**config.mk**
```make
export PLATFORM = sky130hd
export DESIGN_NAME = dual_comparator_control
export DESIGN_NICKNAME = d
export VERILOG_FILES = /design/src/shared/cmp_ctrl_pkg.sv /design/src/rtl/dual_comparator_control.sv /design/src/rtl/cmp_result_stage.sv
export SDC_FILE = /design/constraint.sdc
export NUM_CORES = 1
export LEC_CHECK = 0
export ABC_CLOCK_PERIOD_IN_PS = 1700
export BUFFER_PORTS_ARGS = -buffer_cell sky130_fd_sc_hd__buf_4
export CORE_UTILIZATION = 47
export CTS_BUF_LIST = sky130_fd_sc_hd__clkbuf_8
export DETAILED_ROUTE_END_ITERATION = 12
export HOLD_SLACK_MARGIN = 0.08
export PLACE_DENSITY = 0.81
export SLEW_MARGIN = 40
export SYNTH_ARGS = -nofsm -noshare
export SYNTH_HDL_FRONTEND = slang
export SYNTH_SLANG_ARGS = --single-unit
```
**constraint.sdc**
```tcl
create_clock -name clock -period 1.7 [get_ports clock]
set_input_delay 0.085 -clock clock [delete_from_list [all_inputs] [get_ports clock]]
set_output_delay 0.085 -clock clock [all_outputs]
set_load 0.02 [all_outputs]
```
**src/shared/cmp_ctrl_pkg.sv**
```systemverilog
package cmp_ctrl_pkg;

  // Avalon byte offsets of the register words
  localparam logic [3:0] CTRL_OFS = 4'h0;
  localparam logic [3:0] STAT_OFS = 4'h4;
  localparam logic [3:0] MASK_OFS = 4'h8;

  // Control register field positions
  localparam int IDLE_STOP_BIT = 15;
  localparam int UNUSED_BIT = 14;
  localparam int CMP2_FLAG_BIT = 13;
  localparam int CMP1_FLAG_BIT = 12;
  localparam int CMP2_ON_BIT = 11;
  localparam int CMP1_ON_BIT = 10;
  localparam int CMP2_PAD_BIT = 9;
  localparam int CMP1_PAD_BIT = 8;
  localparam int CMP2_RESULT_BIT = 7;
  localparam int CMP1_RESULT_BIT = 6;
  localparam int CMP2_INVERT_BIT = 5;
  localparam int CMP1_INVERT_BIT = 4;
  localparam int CMP2_INV_SEL_BIT = 3;
  localparam int CMP2_NONINV_SEL_BIT = 2;
  localparam int CMP1_INV_SEL_BIT = 1;
  localparam int CMP1_NONINV_SEL_BIT = 0;

  // Bits that software may store; results and bit 14 are not among them
  localparam logic [15:0] CTRL_WRITABLE = 16'hBF3F;
  localparam logic [15:0] CTRL_RESET = 16'h0000;

  // Interrupt status and mask layout
  localparam int IRQ_CMP1_BIT = 0;
  localparam int IRQ_CMP2_BIT = 1;
  localparam int IRQ_WIDTH = 2;
  localparam logic [1:0] IRQ_RESET = 2'h0;

endpackage : cmp_ctrl_pkg

```
**src/rtl/dual_comparator_control.sv**
```systemverilog
`timescale 1ns/1ps
// Overview of operation
// - Idle-stop bit set and device idle: block runs on but raises no interrupt.
// - Bits 13/12 are sticky flags set whenever comparator 2/1 output changes while it is enabled.
// - Bits 11/10 turn comparator 2/1 on when set, off when clear.
// - Bits 9/8 set: comparator result driven on its pad; clear: pad undriven.
// - Bits 5/4 invert comparator 2/1 output when set.
// - Bits 3/1 route inverting input: 1 plus pin, 0 minus pin.
// - Bits 2/0 route non-inverting input: 1 plus pin, 0 internal reference.
// - Bit 14 always reads zero and ignores writes.
module dual_comparator_control
  import cmp_ctrl_pkg::*;
(
  // Clock and reset
  input wire logic clock,
  input wire logic resetn,
  // Avalon-MM slave
  input wire logic [3:0] address,
  input wire logic read,
  input wire logic write,
  input wire logic [31:0] writedata,
  input wire logic [3:0] byteenable,
  output logic [31:0] readdata,
  output logic waitrequest,
  // Device power state, same clock domain
  input wire logic idle_mode,
  // Analog comparator decisions, plus input above minus input
  input wire logic cmp1_raw,
  input wire logic cmp2_raw,
  // Analog core controls
  output logic cmp1_on,
  output logic cmp2_on,
  output logic cmp1_inverting_sel,
  output logic cmp2_inverting_sel,
  output logic cmp1_noninverting_sel,
  output logic cmp2_noninverting_sel,
  // Output pads, routed onward by the pin-select fabric
  output logic cmp1_pad_out,
  output logic cmp1_pad_oe,
  output logic cmp2_pad_out,
  output logic cmp2_pad_oe,
  // Interrupt
  output logic irq
);

  // Merge a byte-enabled write into a 16-bit word
  function automatic logic [15:0] merge16(input logic [15:0] cur,
                                          input logic [15:0] wd,
                                          input logic [1:0] be);
    logic [15:0] res;
    res = cur;
    if (be[0]) begin
      res[7:0] = wd[7:0];
    end
    if (be[1]) begin
      res[15:8] = wd[15:8];
    end
    return res;
  endfunction : merge16

  logic [15:0] ctrl_r;
  logic [15:0] ctrl_nxt;
  logic [IRQ_WIDTH-1:0] stat_r;
  logic [IRQ_WIDTH-1:0] stat_nxt;
  logic [IRQ_WIDTH-1:0] mask_r;
  logic [IRQ_WIDTH-1:0] mask_nxt;
  logic wait_r;
  logic wait_nxt;
  logic [31:0] rdata_r;
  logic [31:0] rdata_nxt;
  logic irq_r;
  logic irq_nxt;

  // Comparator results and change pulses
  logic res1;
  logic res2;
  logic chg1;
  logic chg2;

  cmp_result_stage u_cmp1 (
    .clock(clock),
    .resetn(resetn),
    .raw(cmp1_raw),
    .enable(ctrl_r[CMP1_ON_BIT]),
    .invert(ctrl_r[CMP1_INVERT_BIT]),
    .result_r(res1),
    .change_r(chg1)
  );

  cmp_result_stage u_cmp2 (
    .clock(clock),
    .resetn(resetn),
    .raw(cmp2_raw),
    .enable(ctrl_r[CMP2_ON_BIT]),
    .invert(ctrl_r[CMP2_INVERT_BIT]),
    .result_r(res2),
    .change_r(chg2)
  );

  // Bus decode
  wire req = read | write;
  // A transfer completes on the edge where waitrequest is seen low
  wire done = req & ~wait_r;
  wire sel_ctrl = (address[3:2] == CTRL_OFS[3:2]);
  wire sel_stat = (address[3:2] == STAT_OFS[3:2]);
  wire sel_mask = (address[3:2] == MASK_OFS[3:2]);
  wire wr_ctrl = done & write & sel_ctrl;
  wire wr_mask = done & write & sel_mask;
  wire rd_stat = done & read & sel_stat;

  // Exactly one wait cycle per transfer
  assign wait_nxt = ~(req & wait_r);

  // Control word as read: live results, bit 14 forced low
  wire [15:0] ctrl_view = (ctrl_r & CTRL_WRITABLE)
                          | ({15'h0000, res2} << CMP2_RESULT_BIT)
                          | ({15'h0000, res1} << CMP1_RESULT_BIT);

  wire [31:0] rd_mux = sel_ctrl ? {16'h0000, ctrl_view} :
                       sel_stat ? {30'h00000000, stat_r} :
                       sel_mask ? {30'h00000000, mask_r} : 32'h00000000;

  // Sample read data on the edge that drops waitrequest
  assign rdata_nxt = (read & wait_r) ? rd_mux : rdata_r;

  // Software write; unwritable bits keep zero
  wire [15:0] ctrl_wr = merge16(ctrl_r, writedata[15:0], byteenable[1:0])
                        & CTRL_WRITABLE;
  wire [15:0] ctrl_base = wr_ctrl ? ctrl_wr : ctrl_r;

  // Hardware set of a change flag wins over a software clear in the same cycle
  wire [15:0] flag_set = ({15'h0000, chg2} << CMP2_FLAG_BIT)
                         | ({15'h0000, chg1} << CMP1_FLAG_BIT);
  assign ctrl_nxt = ctrl_base | flag_set;

  // Interrupt status: sticky, cleared by reading it, new events win
  wire [IRQ_WIDTH-1:0] events = {chg2, chg1};
  // Clear only what the read reported, so an event landing in the wait cycle survives
  wire [IRQ_WIDTH-1:0] stat_seen = rd_stat ? rdata_r[IRQ_WIDTH-1:0] : IRQ_RESET;
  assign stat_nxt = (stat_r & ~stat_seen) | events;

  wire [15:0] mask_wr = merge16({14'h0000, mask_r}, writedata[15:0], byteenable[1:0]);
  assign mask_nxt = wr_mask ? mask_wr[IRQ_WIDTH-1:0] : mask_r;

  // Idle suppression blocks only the request, flags keep collecting
  wire suppress = ctrl_r[IDLE_STOP_BIT] & idle_mode;
  wire flag_pending = ctrl_r[CMP2_FLAG_BIT] | ctrl_r[CMP1_FLAG_BIT];
  wire stat_pending = |(stat_r & mask_r);
  assign irq_nxt = ~suppress & flag_pending & stat_pending;

  always_ff @(posedge clock or negedge resetn) begin
    if (!resetn) begin
      ctrl_r <= CTRL_RESET;
      stat_r <= IRQ_RESET;
      mask_r <= IRQ_RESET;
    end else begin
      ctrl_r <= ctrl_nxt;
      stat_r <= stat_nxt;
      mask_r <= mask_nxt;
    end
  end

  always_ff @(posedge clock or negedge resetn) begin
    if (!resetn) begin
      wait_r <= 1'b1;
      rdata_r <= 32'h00000000;
      irq_r <= 1'b0;
    end else begin
      wait_r <= wait_nxt;
      rdata_r <= rdata_nxt;
      irq_r <= irq_nxt;
    end
  end

  // Outputs
  assign readdata = rdata_r;
  assign waitrequest = wait_r;
  assign irq = irq_r;
  assign cmp1_on = ctrl_r[CMP1_ON_BIT];
  assign cmp2_on = ctrl_r[CMP2_ON_BIT];
  assign cmp1_inverting_sel = ctrl_r[CMP1_INV_SEL_BIT];
  assign cmp2_inverting_sel = ctrl_r[CMP2_INV_SEL_BIT];
  assign cmp1_noninverting_sel = ctrl_r[CMP1_NONINV_SEL_BIT];
  assign cmp2_noninverting_sel = ctrl_r[CMP2_NONINV_SEL_BIT];
  // Pad enable assumes the pin-select fabric is already mapped
  assign cmp1_pad_oe = ctrl_r[CMP1_PAD_BIT];
  assign cmp2_pad_oe = ctrl_r[CMP2_PAD_BIT];
  assign cmp1_pad_out = res1;
  assign cmp2_pad_out = res2;
endmodule : dual_comparator_control

```
**src/rtl/cmp_result_stage.sv**
```systemverilog
`timescale 1ns/1ps
// One comparator: pin synchroniser, enable gating, polarity and change detect
module cmp_result_stage (
  // Clock and reset
  input wire logic clock,
  input wire logic resetn,
  // Analog core decision, asynchronous to clock
  input wire logic raw,
  // Configuration
  input wire logic enable,
  input wire logic invert,
  // Results
  output logic result_r,
  output logic change_r
);

  logic sync1_r;
  logic sync2_r;
  logic result_nxt;
  logic change_nxt;

  // A disabled comparator reads low and reports no changes
  assign result_nxt = enable & (sync2_r ^ invert);
  assign change_nxt = enable & (result_nxt != result_r);

  always_ff @(posedge clock or negedge resetn) begin
    if (!resetn) begin
      sync1_r <= 1'b0;
      sync2_r <= 1'b0;
    end else begin
      sync1_r <= raw;
      sync2_r <= sync1_r;
    end
  end

  always_ff @(posedge clock or negedge resetn) begin
    if (!resetn) begin
      result_r <= 1'b0;
      change_r <= 1'b0;
    end else begin
      result_r <= result_nxt;
      change_r <= change_nxt;
    end
  end
endmodule : cmp_result_stage

```
* Word-level counts from Yosys, hierarchy flattened
Index checks and enable logic that the tools add are counted.
** Storage, ports and cells
- Word-level logic and storage cells :: 58
- Register bits :: 62
- Output and inout bits :: 44
- Input port bits :: 47
** Operators by class
- Reductions and logical operators :: 3
- Bitwise operators :: 30
- Mux-type cells :: 7
- Eq/ne operators :: 4
** Operator list (count)
- 2-to-1 mux 16 bit :: 2
- OR 16 x 14 -> 16 bit :: 1
- OR 16 x 7 -> 16 bit :: 1
- OR 16 x 8 -> 16 bit :: 1
- bitwise AND 1 bit :: 15
- OR 14 x 13 -> 14 bit :: 1
- 2-to-1 mux 8 bit :: 1
- 2-to-1 mux 2 bit :: 3
- 2-to-1 mux 6 bit :: 1
- bitwise AND 2 bit :: 2
- NOT 1 bit :: 3
- equality test 2 x 1 -> 1 bit, second input constant :: 1
- equality test 2 bit, second input constant :: 1
- zero test 2 bit :: 1
- inequality test 1 bit :: 2
- NOT 2 bit :: 1
- OR 1 bit :: 2
- OR 2 bit :: 1
- AND reduction 2 bit :: 1
- OR reduction 2 bit :: 1
- bitwise XOR 1 bit :: 2

* Longest topological paths before layout
Gate-level depths: netlist (run 1).
- Depth after elaboration :: 8
- Gate-level depth with buffers :: 4
- Depth with buffers taken out :: 3

* Cells and area by module
A second synthesis (run 1) with hierarchy kept.
** Second synthesis, totals
- Cell total of the unflattened synthesis :: 128
- Area, all modules :: 1803.0 um2
** By module, submodules not included
- dual_comparator_control :: times used 1, cells an instance 110, area each 1530.2 um2, seq. area each 852.1 um2
- cmp_result_stage :: times used 2, cells an instance 9, area each 136.4 um2, seq. area each 100.1 um2

* Least setup slack after synthesis (run 1)
OpenSTA, ideal clock, no wires.
- Path type :: register to register
- From :: reg wait_r, in the netlist waitrequest
- To :: reg mask_r[0]
- Data required time :: 1.575 ns
- Library setup time :: 0.125 ns
- Arrival :: 1.294 ns
- Slack :: 0.281 ns
- Stages on the path, launching flop included :: 4
- Path buffers :: 0
- Period minus slack after synthesis :: 1.419 ns
- Path through :: dfstp_2 nand3b_1 nor3b_1 mux2_2
** On the way
- Longest elaborated chain between the ends :: 5
** Ends and longest elaborated chain
- start, declared :: RTL line dual_comparator_control.sv:67 : logic wait_r;
- start signal, assigned :: RTL line dual_comparator_control.sv:169 : wait_r <= wait_nxt;
- NOT 1 bit :: RTL line dual_comparator_control.sv:103 : wire done = req & ~wait_r;
- bitwise AND 1 bit :: RTL line dual_comparator_control.sv:103
- bitwise AND 1 bit (2 in a row) :: RTL line dual_comparator_control.sv:108 : wire wr_mask = done & write & sel_mask;
- AND reduction 2 bit (no line)
- end signal, assigned :: RTL line dual_comparator_control.sv:159 : mask_r <= mask_nxt;
- end, declared :: RTL line dual_comparator_control.sv:65 : logic [IRQ_WIDTH-1:0] mask_r;
Every way passes these cells.
A chain may end at the register's enable or synchronous reset.

* Final worst setup path (run 1)
- From :: reg wait_r, in the netlist waitrequest
- To :: reg mask_r[1]
The elaborated chain is that of the path after synthesis.

==> flow_summary.toml, run 1 <==
[timing]
finalHoldViolCount = 0
fmaxAchievable_mhz = 677
rsz0062_at_grt = "no"
setup_tns_ns = 0
finClkSkew_ns = 0.00630
final_max_slew_viol_count = 0
post-route-period-util = 0.869
period_needed_ns = 1.48
tightestPinTransition_ns = 0.501
setup_viol = 0
slew_headroom = 0.666

[global_routing]
grt_max_degree = 43
grt_overflow = 0
grt_pass1_vias = 1260
grt_util_all_layers = 0.189
grt_pass1_wl_um = 5690
antenna_found_initial = 0

[synthesis]
synth_area_mm2 = 0.00178
synthAdderAreaFrac = 0
synth_warnings = 0
synth-seq-cells = 42
synth_xor_area_frac = 0.0197
synthTopCellsByCount = "dfrtp_1 (41), buf_4 (18), a22o_1 (13)"
netlist.area_leader.share = 0.577
synth_seq_area_share = 0.592
async_reset_ff_frac = 1.00
yosysTopAreaCell = "dfrtp_1"
synth-compound-area-share = 0.119
synth.distinct_cells = 30
synth.most_common_cell = "dfrtp_1"
synth-simple-area-share = 0.0817
synth_area_per_cell_um2 = 13.9
synth_edf_count = 0
synth_top_family_by_area = "compound AO/OA/AOI/OAI gates"
synth.area.top_cells = "dfrtp_1 (58%), buf_4 (7.6%), a22o_1 (6.4%)"
muxShareOfSynthArea = 0.104
dominantRegCellSynth = "dfrtp_1"
syn_inst = 128

[detailed_routing]
drc = 0
drt-wirelength-per-cell_um = 13.9
ant_nets = 0
drt_iter0_drc = 36
vias_per_cell = 4.95
via_count = 1222
first_pass_iters = 4
wirelength_um = 3430

[finish]
stdcell_area_mm2 = 0.00240
multi_input_area_um2 = 641
antennaDiodeCount = 0
layout.cells.non_filler = 247
drive_above_1_share = 0.408
ff_latch_area_mm2 = 0.00105
final_core_util = 0.692
syn_to_final_growth_pct = 35.1
fillCellCount = 272
finalNetCount = 247

[critical_path]
end_kind = "register"
cp_max_fo = 8
crit_chain = "nand3b_1, nor3b_1, mux2_2"
critical_path.slowest_cell = "dfstp_2"
r2r_setup_slack_ns = 0.22
arrival_ns = 1.66
crit_type = "register to register"
slowest_delay_ns = 0.41
crit_required_ns = 1.88
critPathLaunchType = "register"

[placed_design]
dp_cells = 222
place_area_mm2 = 0.00214
place_congestion = 0.790
portBuffers = 50
hpwl_um = 2380

[worst_hold_path]
min_path_type = "input pin to register"

[status]
outcome = "finished clean"

[clocking]
clock-sinks = 42
clkTransAtPathRegs_ns = 0.08
cts_tree = "built"
clock_latency_ns = 0.29
cts_max_level = 2
cts_setup_buffers = 0
clockBufferDepth = 2
cts_buffers = 5
root_buffer = "clkbuf_8"

[floorplanning]
start_util = 0.512
coreArea_mm2 = 0.00347
io_pins = 91
die_h_um = 63.5
die_area_mm2 = 0.00403
die_x_um = 63.5
num_rows = 21

[power_and_ir_drop]
p_switching_uw = 932
clkPwrFrac = 0.215
seq_power_share = 0.487
p_per_area_mw_per_mm2 = 1200
combinationalPowerShare = 0.298
p_leak_uw = 0.00119
swShare = 0.323
vdd_drop_max_v = 0.000865
p_int_uw = 1960

[flow_run]
maxCapViolCount = 0
==> through the flow <==
step,setup WS [ns],power [uW],hold slack (ns)
global route,0.173,3050,0.137
global placement,0.252,2220,0.0821
floorplan,0.281,1910,-0.211
CTS,0.228,2910,0.105
detailed placement,0.239,2250,0.0899
finish,0.223,2890,0.108
==> cell families after synthesis <==
family | Yosys count
DFF | 42
xor gates and xnor gates | 4
AOI/OAI and AO/OA | 28
and+or+nand+nor | 18
muxes | 15
other | 1
buffers and inverters | 20
==> timing repair <==
action / in CTS / in global routing
gates resized for setup: 0 / 0
endpoints found under the hold margin: 58 / 0
hold buffers: 17 / 0
==> power by group through the flow <==
stage               clock, uW  combinational (uW)  sequential [uW]
floorplan                   0                 354             1550
global placement            0                 807             1410
detailed placement          0                 832             1420
CTS                       638                 865             1410
global route              686                 925             1440
finish                    621                 861             1410
==> critical path, delay by kind of cell (launching register included) <==
| kind | cells | cell delay, ns |
|---|---|---|
| mux | 1 | 0.37 |
| simple gates | 2 | 0.58 |
| flops | 1 | 0.41 |
==> worst paths after layout <==
kind | start | cells past startpoint | endpoint
max in group asynchronous | resetn | 2 | waitrequest
min in group asynchronous | resetn | 2 | u_cmp2.sync1_r
min reg2reg | u_cmp2.sync1_r | 0 | u_cmp2.sync2_r
max reg2reg | waitrequest | 3 | mask_r[1]
min | read | 3 | readdata[1]
max | waitrequest | 3 | mask_r[1]
==> layout by cell type, fill, tap and decap left out, drive strengths merged, types with 2 or more instances in the layout <==
cell type and count:
dfrtp 41, mux2 13, xor2 4, a21bo 2, a22o 13, a21oi 6
a21o 2, clkinv 2, buf 52, a31oi 2, nor3 2, mux2i 2
conb 17, and2 4, dlygate4sd3 17, or2 2, clkbuf 5, nand2 4
==> final cells by class <==
class	instances	area share
Clock buffer	5	0.0287
Clock inverter	3	0.00886
Multi-Input combinational cell	82	0.267
Sequential cell	42	0.438
Tap cell	46	0.0240
Timing Repair Buffer	69	0.233
==> registers in the layout, summed over array words and instances (netlist names), 2 cells and up <==
| name | cells |
|---|---|
| readdata | 15 |
| mask_r | 2 |
| ctrl_r | 13 |
| stat_r | 2 |
==> metal layers <==
| layer | routed length [um] | global-route usage | vias to the layer above |
|---|---|---|---|
| li1 | - | - | 562 |
| met2 | 1620 | 0.314 | 69 |
| met4 | 59 | 0.0852 | 0 |
| met1 | 1450 | 0.211 | 585 |
| met3 | 299 | 0.0743 | 6 |
| met5 | 0 | 0 | - |
Note: power is estimated with default switching activity, not from simulation.
==> run 2, diff against run 1 <==
- REMOVE_ABC_BUFFERS: unset -> 1
- SYNTH_HIERARCHICAL: unset -> 1
==> run 2 against run 1 <==
Compared with the run above:
- critical path depth grew 1
- clock-buffer cell count grew 1
- flip-flop and latch count is the same
- via count grew 1.5%
- core utilization shrank 3.0 points
- sequential power is essentially flat
- largest power group unchanged
- hold slack gained 0.038 ns
- maximum frequency shrank 1.8%
- die area grew 1.4%
==> flow_summary.toml, run 2 <==
[detailed_routing]
wirelength_um = 3510
ant_nets = 0
drc = 0
drt_iter0_drc = 61
via_count = 1240
drt-wirelength-per-cell_um = 14.1
first_pass_iters = 5
vias_per_cell = 4.98

[timing]
slew_headroom = 0.660
setup_tns_ns = 0
period_needed_ns = 1.50
post-route-period-util = 0.885
finalHoldViolCount = 0
tightestPinTransition_ns = 0.510
finClkSkew_ns = 0.00449
rsz0062_at_grt = "no"
final_max_slew_viol_count = 0
fmaxAchievable_mhz = 664
setup_viol = 0

[clocking]
cts_tree = "built"
clockBufferDepth = 2
clock-sinks = 42
clkTransAtPathRegs_ns = 0.08
clock_latency_ns = 0.29
root_buffer = "clkbuf_8"
cts_buffers = 5
cts_resized = 0
cts_max_level = 2

[floorplanning]
io_pins = 91
die_x_um = 63.9
die_area_mm2 = 0.00409
coreArea_mm2 = 0.00366
num_rows = 22
start_util = 0.492
die_h_um = 63.9

[critical_path]
crit_type = "register to register"
critical_path.slowest_cell = "dfstp_2"
r2r_cells = 4
critPathLaunchType = "register"
reg2reg_to = "readdata[15]"
cp_max_fo = 10
reg2reg_from = "waitrequest"
slowest_delay_ns = 0.61
crit_required_ns = 1.93
crit_chain = "nand2_1, nor3_2, buf_4, a22o_1"
arrival_ns = 1.73
end_kind = "register"
r2r_setup_slack_ns = 0.20

[placed_design]
hpwl_um = 2400
portBuffers = 50
place_congestion = 0.814

[power_and_ir_drop]
combinationalPowerShare = 0.300
p_leak_uw = 0.00121
seq_power_share = 0.482
p_per_area_mw_per_mm2 = 1200
clkPwrFrac = 0.219
power_uw = 2910
p_int_uw = 2000
swShare = 0.314
p_switching_uw = 914
vdd_drop_max_v = 0.000810

[global_routing]
grt_pass1_vias = 1227
grt_pass1_wl_um = 5870
grt_max_degree = 43
grt_util_all_layers = 0.191
grt_overflow = 0
antenna_found_initial = 0

[finish]
largest_reg_flops = 15
mostFrequentLayoutCells = "buf_4 (53), dfrtp_1 (41), conb_1 (17), dlygate4sd3_1 (17), a22o_1 (13)"
finalNetCount = 247
syn_to_final_growth_pct = 34.4
drive_above_1_share = 0.423
final_common_cell = "buf_4"
antennaDiodeCount = 0

[synthesis]
synth.most_common_cell = "dfrtp_1"
dominantRegCellSynth = "dfrtp_1"
yosysTopAreaCell = "dfrtp_1"
synth_area_per_cell_um2 = 14.1
synth_area_mm2 = 0.00180
synth.distinct_cells = 30
synth_warnings = 6
synthTopCellsByCount = "dfrtp_1 (41), buf_4 (17), a22o_1 (13)"
syn_inst = 128
netlist.area_leader.share = 0.569
synth_edf_count = 0
synth-seq-cells = 42
synth_seq_area_share = 0.584
async_reset_ff_frac = 1.00
synth.area.top_cells = "dfrtp_1 (57%), buf_4 (7.1%), a22o_1 (6.3%)"

[worst_hold_path]
min_path_type = "input pin to register"
worstHoldEndpoint = "ctrl_r[13]"
holdPathStages = 3
min_from = "writedata[13]"

[flow_run]
maxCapViolCount = 0

[status]
outcome = "finished clean"
[run 2: worst max-delay path, delay by kind of cell (launching register included)]
kind                   cells  cell delay [ns]
AND/OR/NAND/NOR            2             0.51
buffers and inverters      1             0.19
AO/OA/AOI/OAI              1             0.13
flip-flops                 1             0.61
[run 2: cells by family after synthesis]
family / share of synthesized area
flip-flops: 0.584
AND/OR/NAND/NOR: 0.0826
buffers and inverters: 0.0881
XOR/XNOR: 0.00972
other: 0.00208
AO/OA/AOI/OAI: 0.108
multiplexers: 0.126
[run 2: per-layer routing]
layer  vias to the layer above  GRT usage  wire length [um]
met5                         -          0                 0
met3                         7     0.0607               206
met1                       615      0.236              1490
li1                        566          -                 -
met4                         0     0.0540                64
met2                        52      0.322              1750
[run 2: cell type report]
type                    instances  area (um2)
multi-input cells              81         652
fillers                       269        1240
flip-flops and latches         42        1050
clock inverters                 2        8.76
repair buffers                 70         568
well taps                      48        60.1
clock buffers                   6        82.6
[run 2: worst max path at each step]
stage                     start           end  slack, ns  cells after the start
detailed placement  waitrequest  readdata[15]       0.21                      4
floorplan           waitrequest  readdata[10]       0.03                      3
finish              waitrequest  readdata[15]       0.20                      4
global placement    waitrequest   readdata[7]       0.25                      4
global route        waitrequest   readdata[8]       0.10                      4
CTS                 waitrequest  readdata[15]       0.19                      4
[run 2: power by group through the flow]
| stage | Sequential (uW) | Combinational [uW] | Clock (uW) |
|---|---|---|---|
| 3_5_place_dp | 1420 | 845 | 0 |
| 2_1_floorplan | 1560 | 322 | 0 |
| 6_report | 1400 | 873 | 638 |
| 5_1_grt | 1440 | 934 | 707 |
| 4_1_cts | 1400 | 878 | 657 |
| 3_3_place_gp | 1410 | 824 | 0 |
[run 2: per-stage QoR]
step                      hold slack (ns)  cell area [um2]  cells   util  worst slack (ns)
after global placement             0.0820             2160    224  0.591             0.248
after detailed placement           0.0936             2160    224  0.591             0.206
after floorplan                    -0.211             1700    123      -            0.0294
after CTS                           0.142             2420    249  0.662             0.191
final                               0.147             2420    249  0.662             0.195
after global routing                0.130             2420    249  0.662             0.103
[run 2: repair_timing]
item	4_1_cts	5_1_grt
buffers inserted	0	0
endpoints found under the hold margin	58	0
hold buffers	17	0
==> run 3, diff against run 2 <==
- PLACE_DENSITY: 0.81 -> 0.92
==> run 3 against run 2 <==
Compared with the run above:
- clock skew about the same
- hold slack worse by 0.018 ns
- first-iteration DRC count up 8.2%
- critical path depth down 1
- die area unchanged
- sequential power about the same
- combinational power up 0.7%
- flip-flop and latch count unchanged
- final cell count down 0.40%
- sequential share of layout area down 0.18 points
- clock power up 21%
- design area up 0.41%
==> flow_summary.toml, run 3 (same netlist as run 2, synthesis figures left out) <==
[critical_path]
crit_required_ns = 1.88
critPathLaunchType = "register"
reg2reg_from = "waitrequest"
arrival_ns = 1.69
reg2reg_to = "ctrl_r[3]"
r2r_setup_slack_ns = 0.19
cp_max_fo = 6
crit_type = "register to register"
r2r_cells = 3
end_kind = "register"

[floorplanning]
start_util = 0.492
coreArea_mm2 = 0.00366
die_area_mm2 = 0.00409
num_rows = 22
die_h_um = 63.9
die_x_um = 63.9
io_pins = 91

[detailed_routing]
drc = 0
via_count = 1242
drt-wirelength-per-cell_um = 14.9
first_pass_iters = 4
wirelength_um = 3690
ant_nets = 0
vias_per_cell = 5.01
drt_iter0_drc = 66

[placed_design]
dp_slack_ns = 0.193
dp_cells = 223
place_congestion = 0.746
portBuffers = 50
hpwl_um = 2340
place_area_mm2 = 0.00215

[finish]
stdcell_area_mm2 = 0.00243
largest_reg_flops = 15
finalNetCount = 246
syn_to_final_growth_pct = 35.0
final_common_cell = "buf_4"
mostFrequentLayoutCells = "buf_4 (52), dfrtp_1 (41), conb_1 (17), dlygate4sd3_1 (17), a22o_1 (13)"
layout.cells.non_filler = 248
drive_above_1_share = 0.425
antennaDiodeCount = 0

[timing]
rsz0062_at_grt = "no"
setup_viol = 0
finalHoldViolCount = 0
period_needed_ns = 1.51
post-route-period-util = 0.889
tightestPinTransition_ns = 0.518
finClkSkew_ns = 0.00474
final_max_slew_viol_count = 0
fmaxAchievable_mhz = 662
fin_ws_ns = 0.189
slew_headroom = 0.655
fin_hold_ws_ns = 0.129
setup_tns_ns = 0

[clocking]
cts_setup_buffers = 0
cts_tree = "built"
root_buffer = "clkbuf_8"
cts_resized = 0
clockBufferDepth = 2
clock_latency_ns = 0.29
clkTransAtPathRegs_ns = 0.08
cts_buffers = 5
cts_max_level = 2
clock-sinks = 42

[worst_hold_path]
min_path_type = "input pin to register"
worstHoldEndpoint = "ctrl_r[12]"
min_from = "writedata[12]"
holdPathStages = 3

[global_routing]
grt_max_degree = 43
grt_util_all_layers = 0.210
antenna_found_initial = 0
grt_overflow = 0
grt_pass1_vias = 1337
grt_pass1_wl_um = 6390

[power_and_ir_drop]
vdd_drop_max_v = 0.000774
p_leak_uw = 0.00121
p_per_area_mw_per_mm2 = 1260

[status]
outcome = "finished clean"

[flow_run]
maxCapViolCount = 0
[run 3: cell count changes in the layout (fill, tap and decap cells not counted), sizes merged]
cell | previous run | this run
inv | 1 | 0
clkbuf | 6 | 5
clkinv | 1 | 2
buf | 53 | 52
bufinv | 0 | 1
[run 3: worst max-delay path: stages (launching register included)]
cell,delay (ns)
dfstp_2,0.41
nand3b_1,0.25
nor3_4,0.35
mux2_2,0.39
[run 3: repair_timing]
action	in CTS	in global routing
endpoints found under the setup margin	0	0
hold buffers	17	0
hold endpoints to repair	58	0
[run 3: cell type report]
class | count | area (um2)
multi-input cells | 81 | 652
clock inverters | 3 | 40.0
repair buffers | 69 | 561
fillers | 290 | 1230
clock buffers | 5 | 68.8
well taps | 48 | 60.1
flip-flops and latches | 42 | 1050
[run 3: where the power goes]
group | internal, uW | switching, uW | total, uW
clock network | 432 | 341 | 773
registers | 1220 | 186 | 1410
logic | 454 | 425 | 879
total | 2110 | 952 | 3060
[run 3: worst max-delay path by stage]
stage	start	to	slack, ns
floorplan	waitrequest	readdata[10]	0.03
global placement	waitrequest	ctrl_r[5]	0.23
detailed placement	waitrequest	ctrl_r[5]	0.19
CTS	waitrequest	ctrl_r[4]	0.17
global route	waitrequest	ctrl_r[3]	0.08
finish	waitrequest	ctrl_r[3]	0.19
[run 3: through the flow]
stage	utilization	total power, uW
2_1_floorplan	-	1880
3_3_place_gp	0.589	2230
3_5_place_dp	0.589	2270
4_1_cts	0.665	3080
5_1_grt	0.665	3220
6_report	0.665	3060
[run 3: routing by layer]
layer | vias to the layer above | GRT usage | wire [um]
met4 | 0 | 0.0511 | 21
li1 | 560 | - | -
met2 | 51 | 0.364 | 1960
met3 | 2 | 0.0607 | 224
met5 | - | 0 | 0
met1 | 629 | 0.257 | 1480
